### src/hw/rtf_cfg.svh
// constants for the radio transmit/receive data fifo
`ifndef RTF_CFG_SVH
`define RTF_CFG_SVH
`define RTF_DEPTH 128
`define RTF_FIFO_ADDR 8'hff
`define RTF_SLEEP_CFG_ADDR 8'h79
`define RTF_SLEEP_SEL_BIT 0
`define RTF_TX_AF_OFFSET 8'h02
`define RTF_ST_TX_FULL 8
`define RTF_ST_RX_EMPTY 9
`define RTF_PN9_SEED 9'h1ff
`define RTF_DCLK_DIV 8'h04
`endif

### src/hw/rtf_pkg.sv
// types shared by both ends of the data fifo link
package rtf_pkg;
	typedef enum logic [1:0] {
		RTF_MODE_PACKET,
		RTF_MODE_DIRECT_FIFO,
		RTF_MODE_DIRECT_PIN,
		RTF_MODE_PN9
	} rtf_mode_e;
	typedef enum logic [2:0] {
		RTF_CMD_NONE,
		RTF_CMD_ABORT,
		RTF_CMD_TX_FLUSH,
		RTF_CMD_RX_FLUSH,
		RTF_CMD_SLEEP,
		RTF_CMD_WAKE
	} rtf_cmd_e;
	typedef logic [7:0] rtf_byte_t;
endpackage : rtf_pkg

### src/hw/rtf_link_if.sv
// link between host and radio data fifo block
`timescale 1ns/10ps
interface rtf_link_if;
	logic wr;
	logic rd;
	logic [7:0] addr;
	logic [7:0] wdata;
	logic [7:0] rdata;
	logic [2:0] cmd;
	logic dclk;
	logic dbit;
	modport device (input wr, rd, addr, wdata, cmd, dbit, output rdata, dclk);
	modport host (output wr, rd, addr, wdata, cmd, dbit, input rdata, dclk);
endinterface : rtf_link_if

### src/hw/rtf_device.sv
// device end: tx and rx byte fifos, thresholds, errors, data sources
`timescale 1ns/10ps
`include "rtf_cfg.svh"
module rtf_device #(
	parameter int DEPTH = `RTF_DEPTH
) (
	// clock and reset
	input wire logic CORE_CLK_IN,
	input wire logic RESET_N_IN,
	// link to host
	rtf_link_if.device LINK,
	// configuration
	input wire rtf_pkg::rtf_mode_e MODE_IN,
	input wire logic [7:0] TX_FREE_SPACE_THRESHOLD_IN,
	input wire logic [7:0] TX_LOW_LEVEL_THRESHOLD_IN,
	input wire logic [7:0] RX_FREE_SPACE_THRESHOLD_IN,
	input wire logic [7:0] RX_LOW_LEVEL_THRESHOLD_IN,
	input wire logic THRESHOLD_IRQ_FIFO_SELECT_IN,
	input wire logic [3:0] MAX_RETRANSMIT_COUNT_IN,
	// modem side
	input wire logic TX_BYTE_REQ_IN,
	input wire logic TX_PACKET_END_IN,
	input wire logic RX_BYTE_VALID_IN,
	input wire rtf_pkg::rtf_byte_t RX_BYTE_IN,
	output logic [7:0] TX_BYTE_OUT,
	output logic TX_BIT_OUT,
	output logic TX_BIT_VALID_OUT,
	// status and events
	output logic [15:0] CONTROLLER_STATE_STATUS_OUT,
	output logic [7:0] SLEEP_RETENTION_CONFIG_OUT,
	output logic TX_ALMOST_FULL_IRQ_OUT,
	output logic TX_ALMOST_EMPTY_IRQ_OUT,
	output logic RX_ALMOST_FULL_IRQ_OUT,
	output logic RX_ALMOST_EMPTY_IRQ_OUT,
	output logic TX_ERROR_IRQ_OUT,
	output logic RX_ERROR_IRQ_OUT
);
	import rtf_pkg::*;
	if (DEPTH < 2 || DEPTH > 255 || (DEPTH & (DEPTH - 1)) != 0) begin : g_depth_check
		$error("depth unsupported");
	end
	localparam int AW = $clog2(DEPTH);

	// ----------------------------------------
	// state
	// ----------------------------------------
	typedef struct packed {
		logic [AW-1:0] tx_wp;
		logic [AW-1:0] tx_rp;
		logic [AW:0] tx_cnt;
		logic [AW-1:0] tx_base;
		logic [AW:0] tx_sent;
		logic [3:0] retx;
		logic [AW-1:0] rx_wp;
		logic [AW-1:0] rx_rp;
		logic [AW:0] rx_cnt;
		logic tx_err;
		logic rx_err;
		logic [7:0] last_byte;
		logic [7:0] rdata;
		logic [7:0] sleep_cfg;
		logic asleep;
		logic [8:0] pn9;
		logic [7:0] div;
		logic dclk;
		logic dbit_s1;
		logic dbit_s2;
		logic bit_out;
		logic bit_valid;
		logic [7:0] tx_byte;
	} rtf_dev_s;
	rtf_dev_s q, d;
	logic [7:0] tx_mem [DEPTH];
	logic [7:0] rx_mem [DEPTH];
	logic host_push, host_pop, tx_take, rx_put, tx_flush, rx_flush, tx_bad, rx_bad;
	logic [AW:0] tx_free, rx_free;

	assign host_push = LINK.wr && LINK.addr == `RTF_FIFO_ADDR;
	assign host_pop = LINK.rd && LINK.addr == `RTF_FIFO_ADDR;
	assign tx_take = TX_BYTE_REQ_IN && MODE_IN != RTF_MODE_DIRECT_PIN && MODE_IN != RTF_MODE_PN9;
	assign rx_put = RX_BYTE_VALID_IN;
	assign tx_flush = LINK.cmd == RTF_CMD_TX_FLUSH;
	assign rx_flush = LINK.cmd == RTF_CMD_RX_FLUSH;
	assign tx_bad = (host_push && q.tx_cnt == (AW+1)'(DEPTH)) || (tx_take && q.tx_cnt == '0);
	assign rx_bad = (rx_put && q.rx_cnt == (AW+1)'(DEPTH)) || (host_pop && q.rx_cnt == '0);
	assign tx_free = (AW+1)'(DEPTH) - q.tx_cnt;
	assign rx_free = (AW+1)'(DEPTH) - q.rx_cnt;

	// ----------------------------------------
	// next state
	// ----------------------------------------
	always_comb begin
		d = q;
		// tx fill side; push into full fifo is an overflow
		if (host_push) begin
			if (q.tx_cnt == (AW+1)'(DEPTH)) begin
				d.tx_err = 1'b1;
			end else begin
				d.tx_wp = q.tx_wp + 1'b1;
				if (q.tx_sent != '0) begin
					d.retx = '0; // new data after a byte was sent resets the retransmit count
				end
			end
		end
		// tx drain side
		if (tx_take) begin
			if (q.tx_cnt == '0) begin
				d.tx_byte = q.last_byte; // repeat last byte
				d.tx_err = 1'b1;
			end else begin
				d.tx_byte = tx_mem[q.tx_rp]; // unchanged in direct fifo mode
				d.last_byte = tx_mem[q.tx_rp];
				d.tx_rp = q.tx_rp + 1'b1;
				d.tx_sent = q.tx_sent + 1'b1;
			end
		end
		d.tx_cnt = q.tx_cnt + (AW+1)'(host_push && q.tx_cnt != (AW+1)'(DEPTH))
			- (AW+1)'(tx_take && q.tx_cnt != '0);
		// packet end: rewind for replay if the packet fitted
		if (TX_PACKET_END_IN) begin
			if (q.retx < MAX_RETRANSMIT_COUNT_IN && q.tx_sent <= (AW+1)'(DEPTH)
				&& MODE_IN == RTF_MODE_PACKET) begin
				d.retx = q.retx + 1'b1;
				d.tx_rp = q.tx_base;
				d.tx_cnt = q.tx_sent + (AW+1)'(host_push);
			end else begin
				d.retx = '0;
				d.tx_base = q.tx_rp;
			end
			d.tx_sent = '0;
		end
		// rx side
		if (rx_put) begin
			if (q.rx_cnt == (AW+1)'(DEPTH)) begin
				d.rx_err = 1'b1;
			end else begin
				d.rx_wp = q.rx_wp + 1'b1;
			end
		end
		if (host_pop) begin
			if (q.rx_cnt == '0) begin
				d.rx_err = 1'b1; // underflow, data invalid
				d.rdata = '0;
			end else begin
				d.rdata = rx_mem[q.rx_rp];
				d.rx_rp = q.rx_rp + 1'b1;
			end
		end else if (LINK.rd && LINK.addr == `RTF_SLEEP_CFG_ADDR) begin
			d.rdata = q.sleep_cfg;
		end else if (LINK.rd) begin
			d.rdata = '0;
		end
		d.rx_cnt = q.rx_cnt + (AW+1)'(rx_put && q.rx_cnt != (AW+1)'(DEPTH))
			- (AW+1)'(host_pop && q.rx_cnt != '0);
		if (LINK.wr && LINK.addr == `RTF_SLEEP_CFG_ADDR) begin
			d.sleep_cfg = LINK.wdata;
		end
		// sleep without retention loses contents
		if (LINK.cmd == RTF_CMD_SLEEP) begin
			d.asleep = 1'b1;
		end else if (LINK.cmd == RTF_CMD_WAKE) begin
			d.asleep = 1'b0;
		end
		// flushes win, but an error in the same cycle stays set
		if (tx_flush || (LINK.cmd == RTF_CMD_SLEEP && !q.sleep_cfg[`RTF_SLEEP_SEL_BIT])) begin
			d.tx_wp = '0;
			d.tx_rp = '0;
			d.tx_cnt = '0;
			d.tx_base = '0;
			d.tx_sent = '0;
			d.retx = '0;
			d.tx_err = tx_bad;
		end
		if (rx_flush || (LINK.cmd == RTF_CMD_SLEEP && !q.sleep_cfg[`RTF_SLEEP_SEL_BIT])) begin
			d.rx_wp = '0;
			d.rx_rp = '0;
			d.rx_cnt = '0;
			d.rx_err = rx_bad;
		end
		// pin-fed and pn9 sources on a divided data clock
		d.bit_valid = 1'b0;
		d.dbit_s1 = LINK.dbit;
		d.dbit_s2 = q.dbit_s1;
		if (MODE_IN == RTF_MODE_DIRECT_PIN || MODE_IN == RTF_MODE_PN9) begin
			if (q.div == `RTF_DCLK_DIV - 8'h01) begin
				d.div = '0;
				d.dclk = !q.dclk;
				if (!q.dclk && MODE_IN == RTF_MODE_PN9) begin
					d.bit_valid = 1'b1;
					d.bit_out = q.pn9[0];
					d.pn9 = {q.pn9[0] ^ q.pn9[5], q.pn9[8:1]};
				end
			end else begin
				d.div = q.div + 8'h01;
			end
			// pin value at the rising edge leaves the synchroniser two cycles later
			if (q.dclk && q.div == 8'h02 && MODE_IN == RTF_MODE_DIRECT_PIN) begin
				d.bit_valid = 1'b1;
				d.bit_out = q.dbit_s2;
			end
		end else begin
			d.div = '0;
			d.dclk = 1'b0;
		end
	end

	// ----------------------------------------
	// registers and memories
	// ----------------------------------------
	always_ff @(posedge CORE_CLK_IN) begin
		if (!RESET_N_IN) begin
			q <= '0;
			q.pn9 <= `RTF_PN9_SEED;
		end else begin
			q <= d;
		end
		if (host_push && q.tx_cnt != (AW+1)'(DEPTH)) begin
			tx_mem[q.tx_wp] <= LINK.wdata;
		end
		if (rx_put && q.rx_cnt != (AW+1)'(DEPTH)) begin
			rx_mem[q.rx_wp] <= RX_BYTE_IN;
		end
	end

	// ----------------------------------------
	// outputs
	// ----------------------------------------
	assign LINK.rdata = q.rdata;
	assign LINK.dclk = q.dclk;
	assign TX_BYTE_OUT = q.tx_byte;
	assign TX_BIT_OUT = q.bit_out;
	assign TX_BIT_VALID_OUT = q.bit_valid;
	assign SLEEP_RETENTION_CONFIG_OUT = q.sleep_cfg;
	always_comb begin
		CONTROLLER_STATE_STATUS_OUT = '0;
		CONTROLLER_STATE_STATUS_OUT[`RTF_ST_TX_FULL] = q.tx_cnt == (AW+1)'(DEPTH);
		CONTROLLER_STATE_STATUS_OUT[`RTF_ST_RX_EMPTY] = q.rx_cnt == '0;
		CONTROLLER_STATE_STATUS_OUT[0] = q.asleep;
	end
	assign TX_ALMOST_FULL_IRQ_OUT = !THRESHOLD_IRQ_FIFO_SELECT_IN
		&& {1'b0, tx_free} <= (AW+2)'(TX_FREE_SPACE_THRESHOLD_IN) - (AW+2)'(`RTF_TX_AF_OFFSET);
	assign TX_ALMOST_EMPTY_IRQ_OUT = !THRESHOLD_IRQ_FIFO_SELECT_IN
		&& q.tx_cnt <= (AW+1)'(TX_LOW_LEVEL_THRESHOLD_IN);
	assign RX_ALMOST_FULL_IRQ_OUT = THRESHOLD_IRQ_FIFO_SELECT_IN
		&& rx_free <= (AW+1)'(RX_FREE_SPACE_THRESHOLD_IN);
	assign RX_ALMOST_EMPTY_IRQ_OUT = THRESHOLD_IRQ_FIFO_SELECT_IN
		&& q.rx_cnt <= (AW+1)'(RX_LOW_LEVEL_THRESHOLD_IN);
	assign TX_ERROR_IRQ_OUT = q.tx_err;
	assign RX_ERROR_IRQ_OUT = q.rx_err;
endmodule : rtf_device

### src/flat_wrapper.sv
// flat-port wrapper written by rule: the top's interface ports become plain ports
module rtf_device_flat import rtf_pkg::*;
#(
	parameter int DEPTH = `RTF_DEPTH
)
  (CORE_CLK_IN, RESET_N_IN, MODE_IN, TX_FREE_SPACE_THRESHOLD_IN, TX_LOW_LEVEL_THRESHOLD_IN, RX_FREE_SPACE_THRESHOLD_IN, RX_LOW_LEVEL_THRESHOLD_IN, THRESHOLD_IRQ_FIFO_SELECT_IN, MAX_RETRANSMIT_COUNT_IN, TX_BYTE_REQ_IN, TX_PACKET_END_IN, RX_BYTE_VALID_IN, RX_BYTE_IN, TX_BYTE_OUT, TX_BIT_OUT, TX_BIT_VALID_OUT, CONTROLLER_STATE_STATUS_OUT, SLEEP_RETENTION_CONFIG_OUT, TX_ALMOST_FULL_IRQ_OUT, TX_ALMOST_EMPTY_IRQ_OUT, RX_ALMOST_FULL_IRQ_OUT, RX_ALMOST_EMPTY_IRQ_OUT, TX_ERROR_IRQ_OUT, RX_ERROR_IRQ_OUT, LINK_wr, LINK_rd, LINK_addr, LINK_wdata, LINK_cmd, LINK_dbit, LINK_rdata, LINK_dclk);
  rtf_link_if LINK_i ();
  input wire logic CORE_CLK_IN;
  input wire logic RESET_N_IN;
  input wire rtf_pkg::rtf_mode_e MODE_IN;
  input wire logic [7:0] TX_FREE_SPACE_THRESHOLD_IN;
  input wire logic [7:0] TX_LOW_LEVEL_THRESHOLD_IN;
  input wire logic [7:0] RX_FREE_SPACE_THRESHOLD_IN;
  input wire logic [7:0] RX_LOW_LEVEL_THRESHOLD_IN;
  input wire logic THRESHOLD_IRQ_FIFO_SELECT_IN;
  input wire logic [3:0] MAX_RETRANSMIT_COUNT_IN;
  input wire logic TX_BYTE_REQ_IN;
  input wire logic TX_PACKET_END_IN;
  input wire logic RX_BYTE_VALID_IN;
  input wire rtf_pkg::rtf_byte_t RX_BYTE_IN;
  output logic [7:0] TX_BYTE_OUT;
  output logic TX_BIT_OUT;
  output logic TX_BIT_VALID_OUT;
  output logic [15:0] CONTROLLER_STATE_STATUS_OUT;
  output logic [7:0] SLEEP_RETENTION_CONFIG_OUT;
  output logic TX_ALMOST_FULL_IRQ_OUT;
  output logic TX_ALMOST_EMPTY_IRQ_OUT;
  output logic RX_ALMOST_FULL_IRQ_OUT;
  output logic RX_ALMOST_EMPTY_IRQ_OUT;
  output logic TX_ERROR_IRQ_OUT;
  output logic RX_ERROR_IRQ_OUT;
  input wire logic [$bits(LINK_i.wr)-1:0] LINK_wr;
  input wire logic [$bits(LINK_i.rd)-1:0] LINK_rd;
  input wire logic [$bits(LINK_i.addr)-1:0] LINK_addr;
  input wire logic [$bits(LINK_i.wdata)-1:0] LINK_wdata;
  input wire logic [$bits(LINK_i.cmd)-1:0] LINK_cmd;
  input wire logic [$bits(LINK_i.dbit)-1:0] LINK_dbit;
  output wire logic [$bits(LINK_i.rdata)-1:0] LINK_rdata;
  output wire logic [$bits(LINK_i.dclk)-1:0] LINK_dclk;
  assign LINK_i.wr = LINK_wr;
  assign LINK_i.rd = LINK_rd;
  assign LINK_i.addr = LINK_addr;
  assign LINK_i.wdata = LINK_wdata;
  assign LINK_i.cmd = LINK_cmd;
  assign LINK_i.dbit = LINK_dbit;
  assign LINK_rdata = LINK_i.rdata;
  assign LINK_dclk = LINK_i.dclk;
  rtf_device #(.DEPTH(DEPTH)) u_core (.CORE_CLK_IN(CORE_CLK_IN), .RESET_N_IN(RESET_N_IN), .LINK(LINK_i), .MODE_IN(MODE_IN), .TX_FREE_SPACE_THRESHOLD_IN(TX_FREE_SPACE_THRESHOLD_IN), .TX_LOW_LEVEL_THRESHOLD_IN(TX_LOW_LEVEL_THRESHOLD_IN), .RX_FREE_SPACE_THRESHOLD_IN(RX_FREE_SPACE_THRESHOLD_IN), .RX_LOW_LEVEL_THRESHOLD_IN(RX_LOW_LEVEL_THRESHOLD_IN), .THRESHOLD_IRQ_FIFO_SELECT_IN(THRESHOLD_IRQ_FIFO_SELECT_IN), .MAX_RETRANSMIT_COUNT_IN(MAX_RETRANSMIT_COUNT_IN), .TX_BYTE_REQ_IN(TX_BYTE_REQ_IN), .TX_PACKET_END_IN(TX_PACKET_END_IN), .RX_BYTE_VALID_IN(RX_BYTE_VALID_IN), .RX_BYTE_IN(RX_BYTE_IN), .TX_BYTE_OUT(TX_BYTE_OUT), .TX_BIT_OUT(TX_BIT_OUT), .TX_BIT_VALID_OUT(TX_BIT_VALID_OUT), .CONTROLLER_STATE_STATUS_OUT(CONTROLLER_STATE_STATUS_OUT), .SLEEP_RETENTION_CONFIG_OUT(SLEEP_RETENTION_CONFIG_OUT), .TX_ALMOST_FULL_IRQ_OUT(TX_ALMOST_FULL_IRQ_OUT), .TX_ALMOST_EMPTY_IRQ_OUT(TX_ALMOST_EMPTY_IRQ_OUT), .RX_ALMOST_FULL_IRQ_OUT(RX_ALMOST_FULL_IRQ_OUT), .RX_ALMOST_EMPTY_IRQ_OUT(RX_ALMOST_EMPTY_IRQ_OUT), .TX_ERROR_IRQ_OUT(TX_ERROR_IRQ_OUT), .RX_ERROR_IRQ_OUT(RX_ERROR_IRQ_OUT));
endmodule
### config.mk
export PLATFORM = sky130hd
export DESIGN_NAME = rtf_device_flat
export DESIGN_NICKNAME = d
export VERILOG_FILES = /design/src/hw/rtf_pkg.sv /design/src/hw/rtf_link_if.sv /design/src/hw/rtf_device.sv /design/src/flat_wrapper.sv
export VERILOG_INCLUDE_DIRS = /design/src /design/src/hw
export SDC_FILE = /design/constraint.sdc
export NUM_CORES = 2
export LEC_CHECK = 0
export BUFFER_PORTS_ARGS = -buffer_cell sky130_fd_sc_hd__buf_2
export CAP_MARGIN = 20
export CORE_ASPECT_RATIO = 0.7
export CORE_MARGIN = 2
export CORE_UTILIZATION = 40
export CTS_CLUSTER_DIAMETER = 50
export DETAILED_ROUTE_END_ITERATION = 8
export PLACE_DENSITY = 0.62
export REMOVE_ABC_BUFFERS = 1
export SYNTH_ARGS = -nofsm -noshare
export SYNTH_HDL_FRONTEND = slang
export SYNTH_SLANG_ARGS = --single-unit
export TNS_END_PERCENT = 1
### constraint.sdc
create_clock -name CORE_CLK_IN -period 5.33 [get_ports CORE_CLK_IN]
set_input_delay 1.066 -clock CORE_CLK_IN [delete_from_list [all_inputs] [get_ports CORE_CLK_IN]]
set_output_delay 1.066 -clock CORE_CLK_IN [all_outputs]
set_load 0.1 [all_outputs]
# After elaboration in Yosys (flattened, before gate mapping)
# Memories as Yosys holds them, arrays and structs flattened. A register that Yosys moved wholly into a read port is not among the register bits.
# Index checks and enable logic that the tools add are counted.
# word_totals
rom_bits	0
memories	2
latchBits	0
register_bits	104
wordCells	163
inputBits	74
output_inout_bits	49
ram_bits	2048
# mem_list
name	words	word_bits	read_ports	rd_ports_with_merged_regs	write_ports	line	rtl
u_core.rx_mem	128	8	1	1	1	rtf_device.sv:74	logic [7:0] rx_mem [DEPTH];
u_core.tx_mem	128	8	1	1	1	rtf_device.sv:73	logic [7:0] tx_mem [DEPTH];
# classes
n_mul	0
add_sub_neg	15
bitwise_logic	8
shift	0
n_eq_ne	17
mux	36
n_reduce_logical	58
magnitude_cmp	6
div	0
# ops
operator	count
$mux W8	6
$mux W7	5
$mux W34	1
$add A7 B1 Y7 const B	4
$add A8 B1 Y8	3
$eq A8 B8 Y1 const B	3
$le A8 B8 Y1	3
$logic_and A1 B1 Y1	24
$reduce_bool A8 Y1	3
$add A8 B1 Y8 const B	2
$eq A8 B2 Y1 const B	2
$logic_not A8 Y1	2
$mux W1	16
$mux W4	4
$ne A8 B8 Y1 const B	2
$sub A8 B1 Y8	2
$sub A8 B8 Y8 const A	2
$mux W15	1
$reduce_and A2 Y1	6
$reduce_bool A2 Y1	5
$le A8 B9 Y1	1
$reduce_and A3 Y1	3
$sub A8 B2 Y9 const B	1
$eq A8 B7 Y1 const B	1
16 further kinds	38

# Longest topological paths before layout
# depth
depth_word	7
ltp_mapped	18
ltp_nobuf	16

# Worst setup path after synthesis
# OpenSTA, ideal clock, no wires.
# synth_path
path_kind	in2out
startpoint	input TX_FREE_SPACE_THRESHOLD_IN[1]
endpoint	output TX_ALMOST_FULL_IRQ_OUT
cell_stages	9
n_path_buf	0
path_slack_ps	-296
t_arrival_ps	4560
path_cell_list	inv_1 > ha_1 > ha_1 > o21a_1 > o21a_1 > o21a_1 > o211ai_1 > a21oi_1 > a211oi_1
# synth_between
elab_chain_cells	3
# synth_rtl
item	line	rtl
from (decl)	flat_wrapper.sv:11	input wire logic [7:0] TX_FREE_SPACE_THRESHOLD_IN;
$sub A8 B2 Y9	rtf_device.sv:241	&& {1'b0, tx_free} <= (AW+2)'(TX_FREE_SPACE_THRESHOLD_IN) - (AW+2)'(`RTF_TX_AF_OFFSET);
$le A8 B9 Y1	rtf_device.sv:241	
$logic_and A1 B1 Y1	rtf_device.sv:240	assign TX_ALMOST_FULL_IRQ_OUT = !THRESHOLD_IRQ_FIFO_SELECT_IN
to (decl)	flat_wrapper.sv:26	output logic TX_ALMOST_FULL_IRQ_OUT;
# Every way passes these cells.

# Worst setup path in the final report
# layout_path
startpoint	register u_core.q[99] in the netlist's numbering
endpoint	output TX_ALMOST_FULL_IRQ_OUT
# layout_between
elab_chain_cells	3
# layout_rtl
item	line	rtl
from (decl)	rtf_device.sv:72	rtf_dev_s q, d;
$sub A8 B8 Y8	rtf_device.sv:86	assign tx_free = (AW+1)'(DEPTH) - q.tx_cnt;
$le A8 B9 Y1	rtf_device.sv:241	
$logic_and A1 B1 Y1	rtf_device.sv:240	
# Every way passes these cells.

==> metrics.txt <==
met1 WL 95.64 mm; # Max-Cap Violations 0; Nets 4,666; CTS max path bufs 3; crit-path max FO 4; Synth Flop Type edfxtp_1; Clock Tree Root clkbuf_16; fraction of registers with async set/reset 0%; met3 routed wirelength 22.11 mm; Post-synth EDFFs 2,048; All-Layer GR Usage 19.16%; FF+latch count, synth 2,167; Die Ht 391.7 µm; Starting DRT DRC Count 5,669; worst path arrival time 3590 ps; # resized after CTS 0; Die W 557.9 µm; status finished, final reports clean; Core ar. 0.2137 mm²; DPL Wire Length 133.1 mm; Distinct cells, synth 71; first-pass GRT wire length 303.2 mm; Tmin final 4654 ps; critical path class reg2out; initial antenna violation count 9; setup violators final 0; DR vias 43,360; # IOs 123; endpoint class of the critical path primary output; Clock Latency Late Sink 880 ps; Top Layer Used met5; Cell Area, Synth 0.08591 mm²; antenna-violating nets left 0; setup_tns 0 ps; FMAX 214.9 MHz; hold_buf cts 0; Sink Count 2,167; Reg clk slew, reported paths 60 ps; peak supply drop 0.3418 mV; # H-tree levels 4; CTS tree done; DP Cell Count 7,181; count of final max-slew check failures 0; Die ar. 0.2186 mm²; postcts setup bufs 0; fraction of layout cells with a size suffix above 1 24.54%; Finished Layout Cells 7,575; vias in the first global route 42,410; Ys Warns 0; grt ovf 0; pin count of the biggest net entering global routing 95; Fin. Hold Viols 0; Setup Skew 88.47 ps; Initial Util 40.19%; RSZ-0062 raised after global routing false; Gate Count Post-Synth 4,315; final wirelength 210.9 mm; Leakage Power 0.02983 µW; first-pass iteration count of the detailed router 6; worst hold-check path type reg2reg; Rel. slew slack 27.88%; Worst Path Required 4260 ps; register area share after synthesis 74.36%; Worst setup SP type flop; Syn-to-layout area delta 12.92%; met2 wire length 88.62 mm; row cnt 142; CTS Buf Count 207; power density over the cells 378.9 mW/mm²; routed vias/inst 5.724; routed length per instance 27.84 µm; Port Buf Inserts 109; Final period util 87.31%; Avg Synthesized Cell Area 19.91 µm²; Worst-Margin Slew 1082 ps; DRC Markers 0; Final Wtd Congestion 0.8555
==> Yosys cell counts (6+ instances only) <==
master    instances  area (µm²)
xnor2_1          39       341.6
nand3_1          72       360.4
edfxtp_1       2048       61500
buf_1            23       86.33
mux4_2          566       12750
dfxtp_1         119        2382
a211oi_1         37       277.8
a22oi_1          51       382.9
ha_1             79       988.5
nand4_1          16       100.1
buf_6             6       67.56
a22o_1           14       122.6
clkbuf_1        118       442.9
o22a_1            7       61.31
mux2i_1          52       520.5
nor3_1           13       65.06
o21ai_0          38       190.2
nor2b_1          39       244.0
or3_1             9       56.30
a21boi_0          6       45.04
buf_4            53       397.9
o22ai_1          15       93.84
and3_1           11       68.82
nor2_1          366        1374
a21o_1            6       45.04
a31oi_1           7       43.79
nand2b_1          7       43.79
a221oi_1         16       140.1
inv_1            78       292.8
mux2_2           19       214.0
nand2_1         126       473.0
buf_2            55       275.3
a21oi_1          59       295.3
nor4_1            8       50.05
o21bai_1          6       45.04
xor2_1           30       262.8
and2_1           12       75.07
o221ai_1         11       96.34
or4_1            10       75.07
or2_2             9       56.30
==> cells by family after synthesis <==
family / after synthesis / share of synthesized area [%]
other cells: 1 / 0.004365
xor+xnor: 69 / 0.7035
mux: 637 / 15.69
flops: 2167 / 74.36
buf+inv: 336 / 1.845
simple gates: 712 / 3.670
compound gates: 312 / 2.527
fa+ha+maj: 81 / 1.197
==> worst paths after layout <==
check,start,cells past startpoint,endpoint,slack (ps)
hold / removal,u_core.q[24],2,u_core.q[23],460
setup reg to reg,u_core.q[58],16,u_core.q[63],1310
setup / recovery,u_core.q[99],11,TX_ALMOST_FULL_IRQ_OUT,680
hold reg to reg,u_core.q[24],2,u_core.q[23],460
==> worst max-delay path: stages (launching register included) <==
cell	delay, ps
dfxtp_1	440
inv_1	130
ha_1	320
ha_1	300
nor2b_1	140
o21a_1	160
o21a_1	160
o21a_1	160
o211ai_1	160
a21oi_1	100
a211oi_1	210
buf_2	460
==> power by group <==
group / internal [µW] / leakage [µW] / switching [µW]
combinational: 1070 / 0.00708 / 1920
clock: 8400 / 0.00337 / 6580
sequential: 18700 / 0.0194 / 107
total: 28200 / 0.0298 / 8600
==> final cells by class <==
class / instances / area [µm²]
inverter: 80 / 300.3
clock buffer: 265 / 5499
fill: 17790 / 116700
tap: 2880 / 3603
antenna: 5 / 12.51
sequential: 2167 / 63910
multi-input combinational: 1824 / 20530
timing repair buffer: 231 / 1688
clock inverter: 123 / 1473
==> metrics by stage <==
step | total power [µW] | cell area, µm² | hold WS [ps] | setup WS [ps] | utilization [%]
floorplan | 21350 | 84670 | 411.8 | -6945 | -
global placement | 22100 | 90000 | 444.4 | 931.5 | 42.11
detailed placement | 22130 | 90010 | 455.7 | 970.6 | 42.11
CTS | 36990 | 96980 | 469.1 | 612.2 | 45.37
global route | 37880 | 97000 | 479.1 | 453.6 | 45.38
finish | 36760 | 97010 | 464.2 | 676.2 | 45.39
==> cell usage in the layout, fill, tap and decap left out, types with 9 or more instances in the layout <==
master	n
nand2_1	121
a221oi_1	16
nand4_1	16
clkbuf_1	49
clkbuf_16	208
buf_12	14
clkinv_1	35
mux2i_1	52
nor3_1	13
xor2_1	30
mux4_2	566
and3_1	11
xnor2_1	39
ha_1	79
dfxtp_1	110
a22oi_1	51
conb_1	13
clkinv_2	33
nor2b_1	38
o22ai_1	15
o21ai_0	38
edfxtp_1	2048
mux2_2	19
buf_4	122
clkinv_16	10
a211oi_1	37
o221ai_1	11
bufinv_16	21
or2_2	9
a21oi_1	59
a22o_1	14
and2_1	11
or3_1	9
or4_1	10
nand3_1	72
inv_1	78
nor2_1	364
buf_2	93
==> flip-flops by register name, summed over array words and instances, names as in the netlist, named ones only <==
signal	count
u_core.RX_ERROR_IRQ_OUT	1
u_core.d	1
u_core.TX_BIT_VALID_OUT	1
u_core.CONTROLLER_STATE_STATUS_OUT	1
u_core.LINK.dclk	1
u_core.TX_BIT_OUT	1
u_core.rx_mem	1024
u_core.q	89
u_core.LINK.rdata	8
u_core.TX_ERROR_IRQ_OUT	1
u_core.tx_mem	1024
u_core.SLEEP_RETENTION_CONFIG_OUT	8
==> layer usage <==
layer  track usage, %  up-vias
met2            26.26     2089
met1            30.09    23020
met3            5.261      290
met4            4.384        8
li1                 -    17960
met5          0.02221        -
Note: power is estimated with default switching activity, not from simulation.
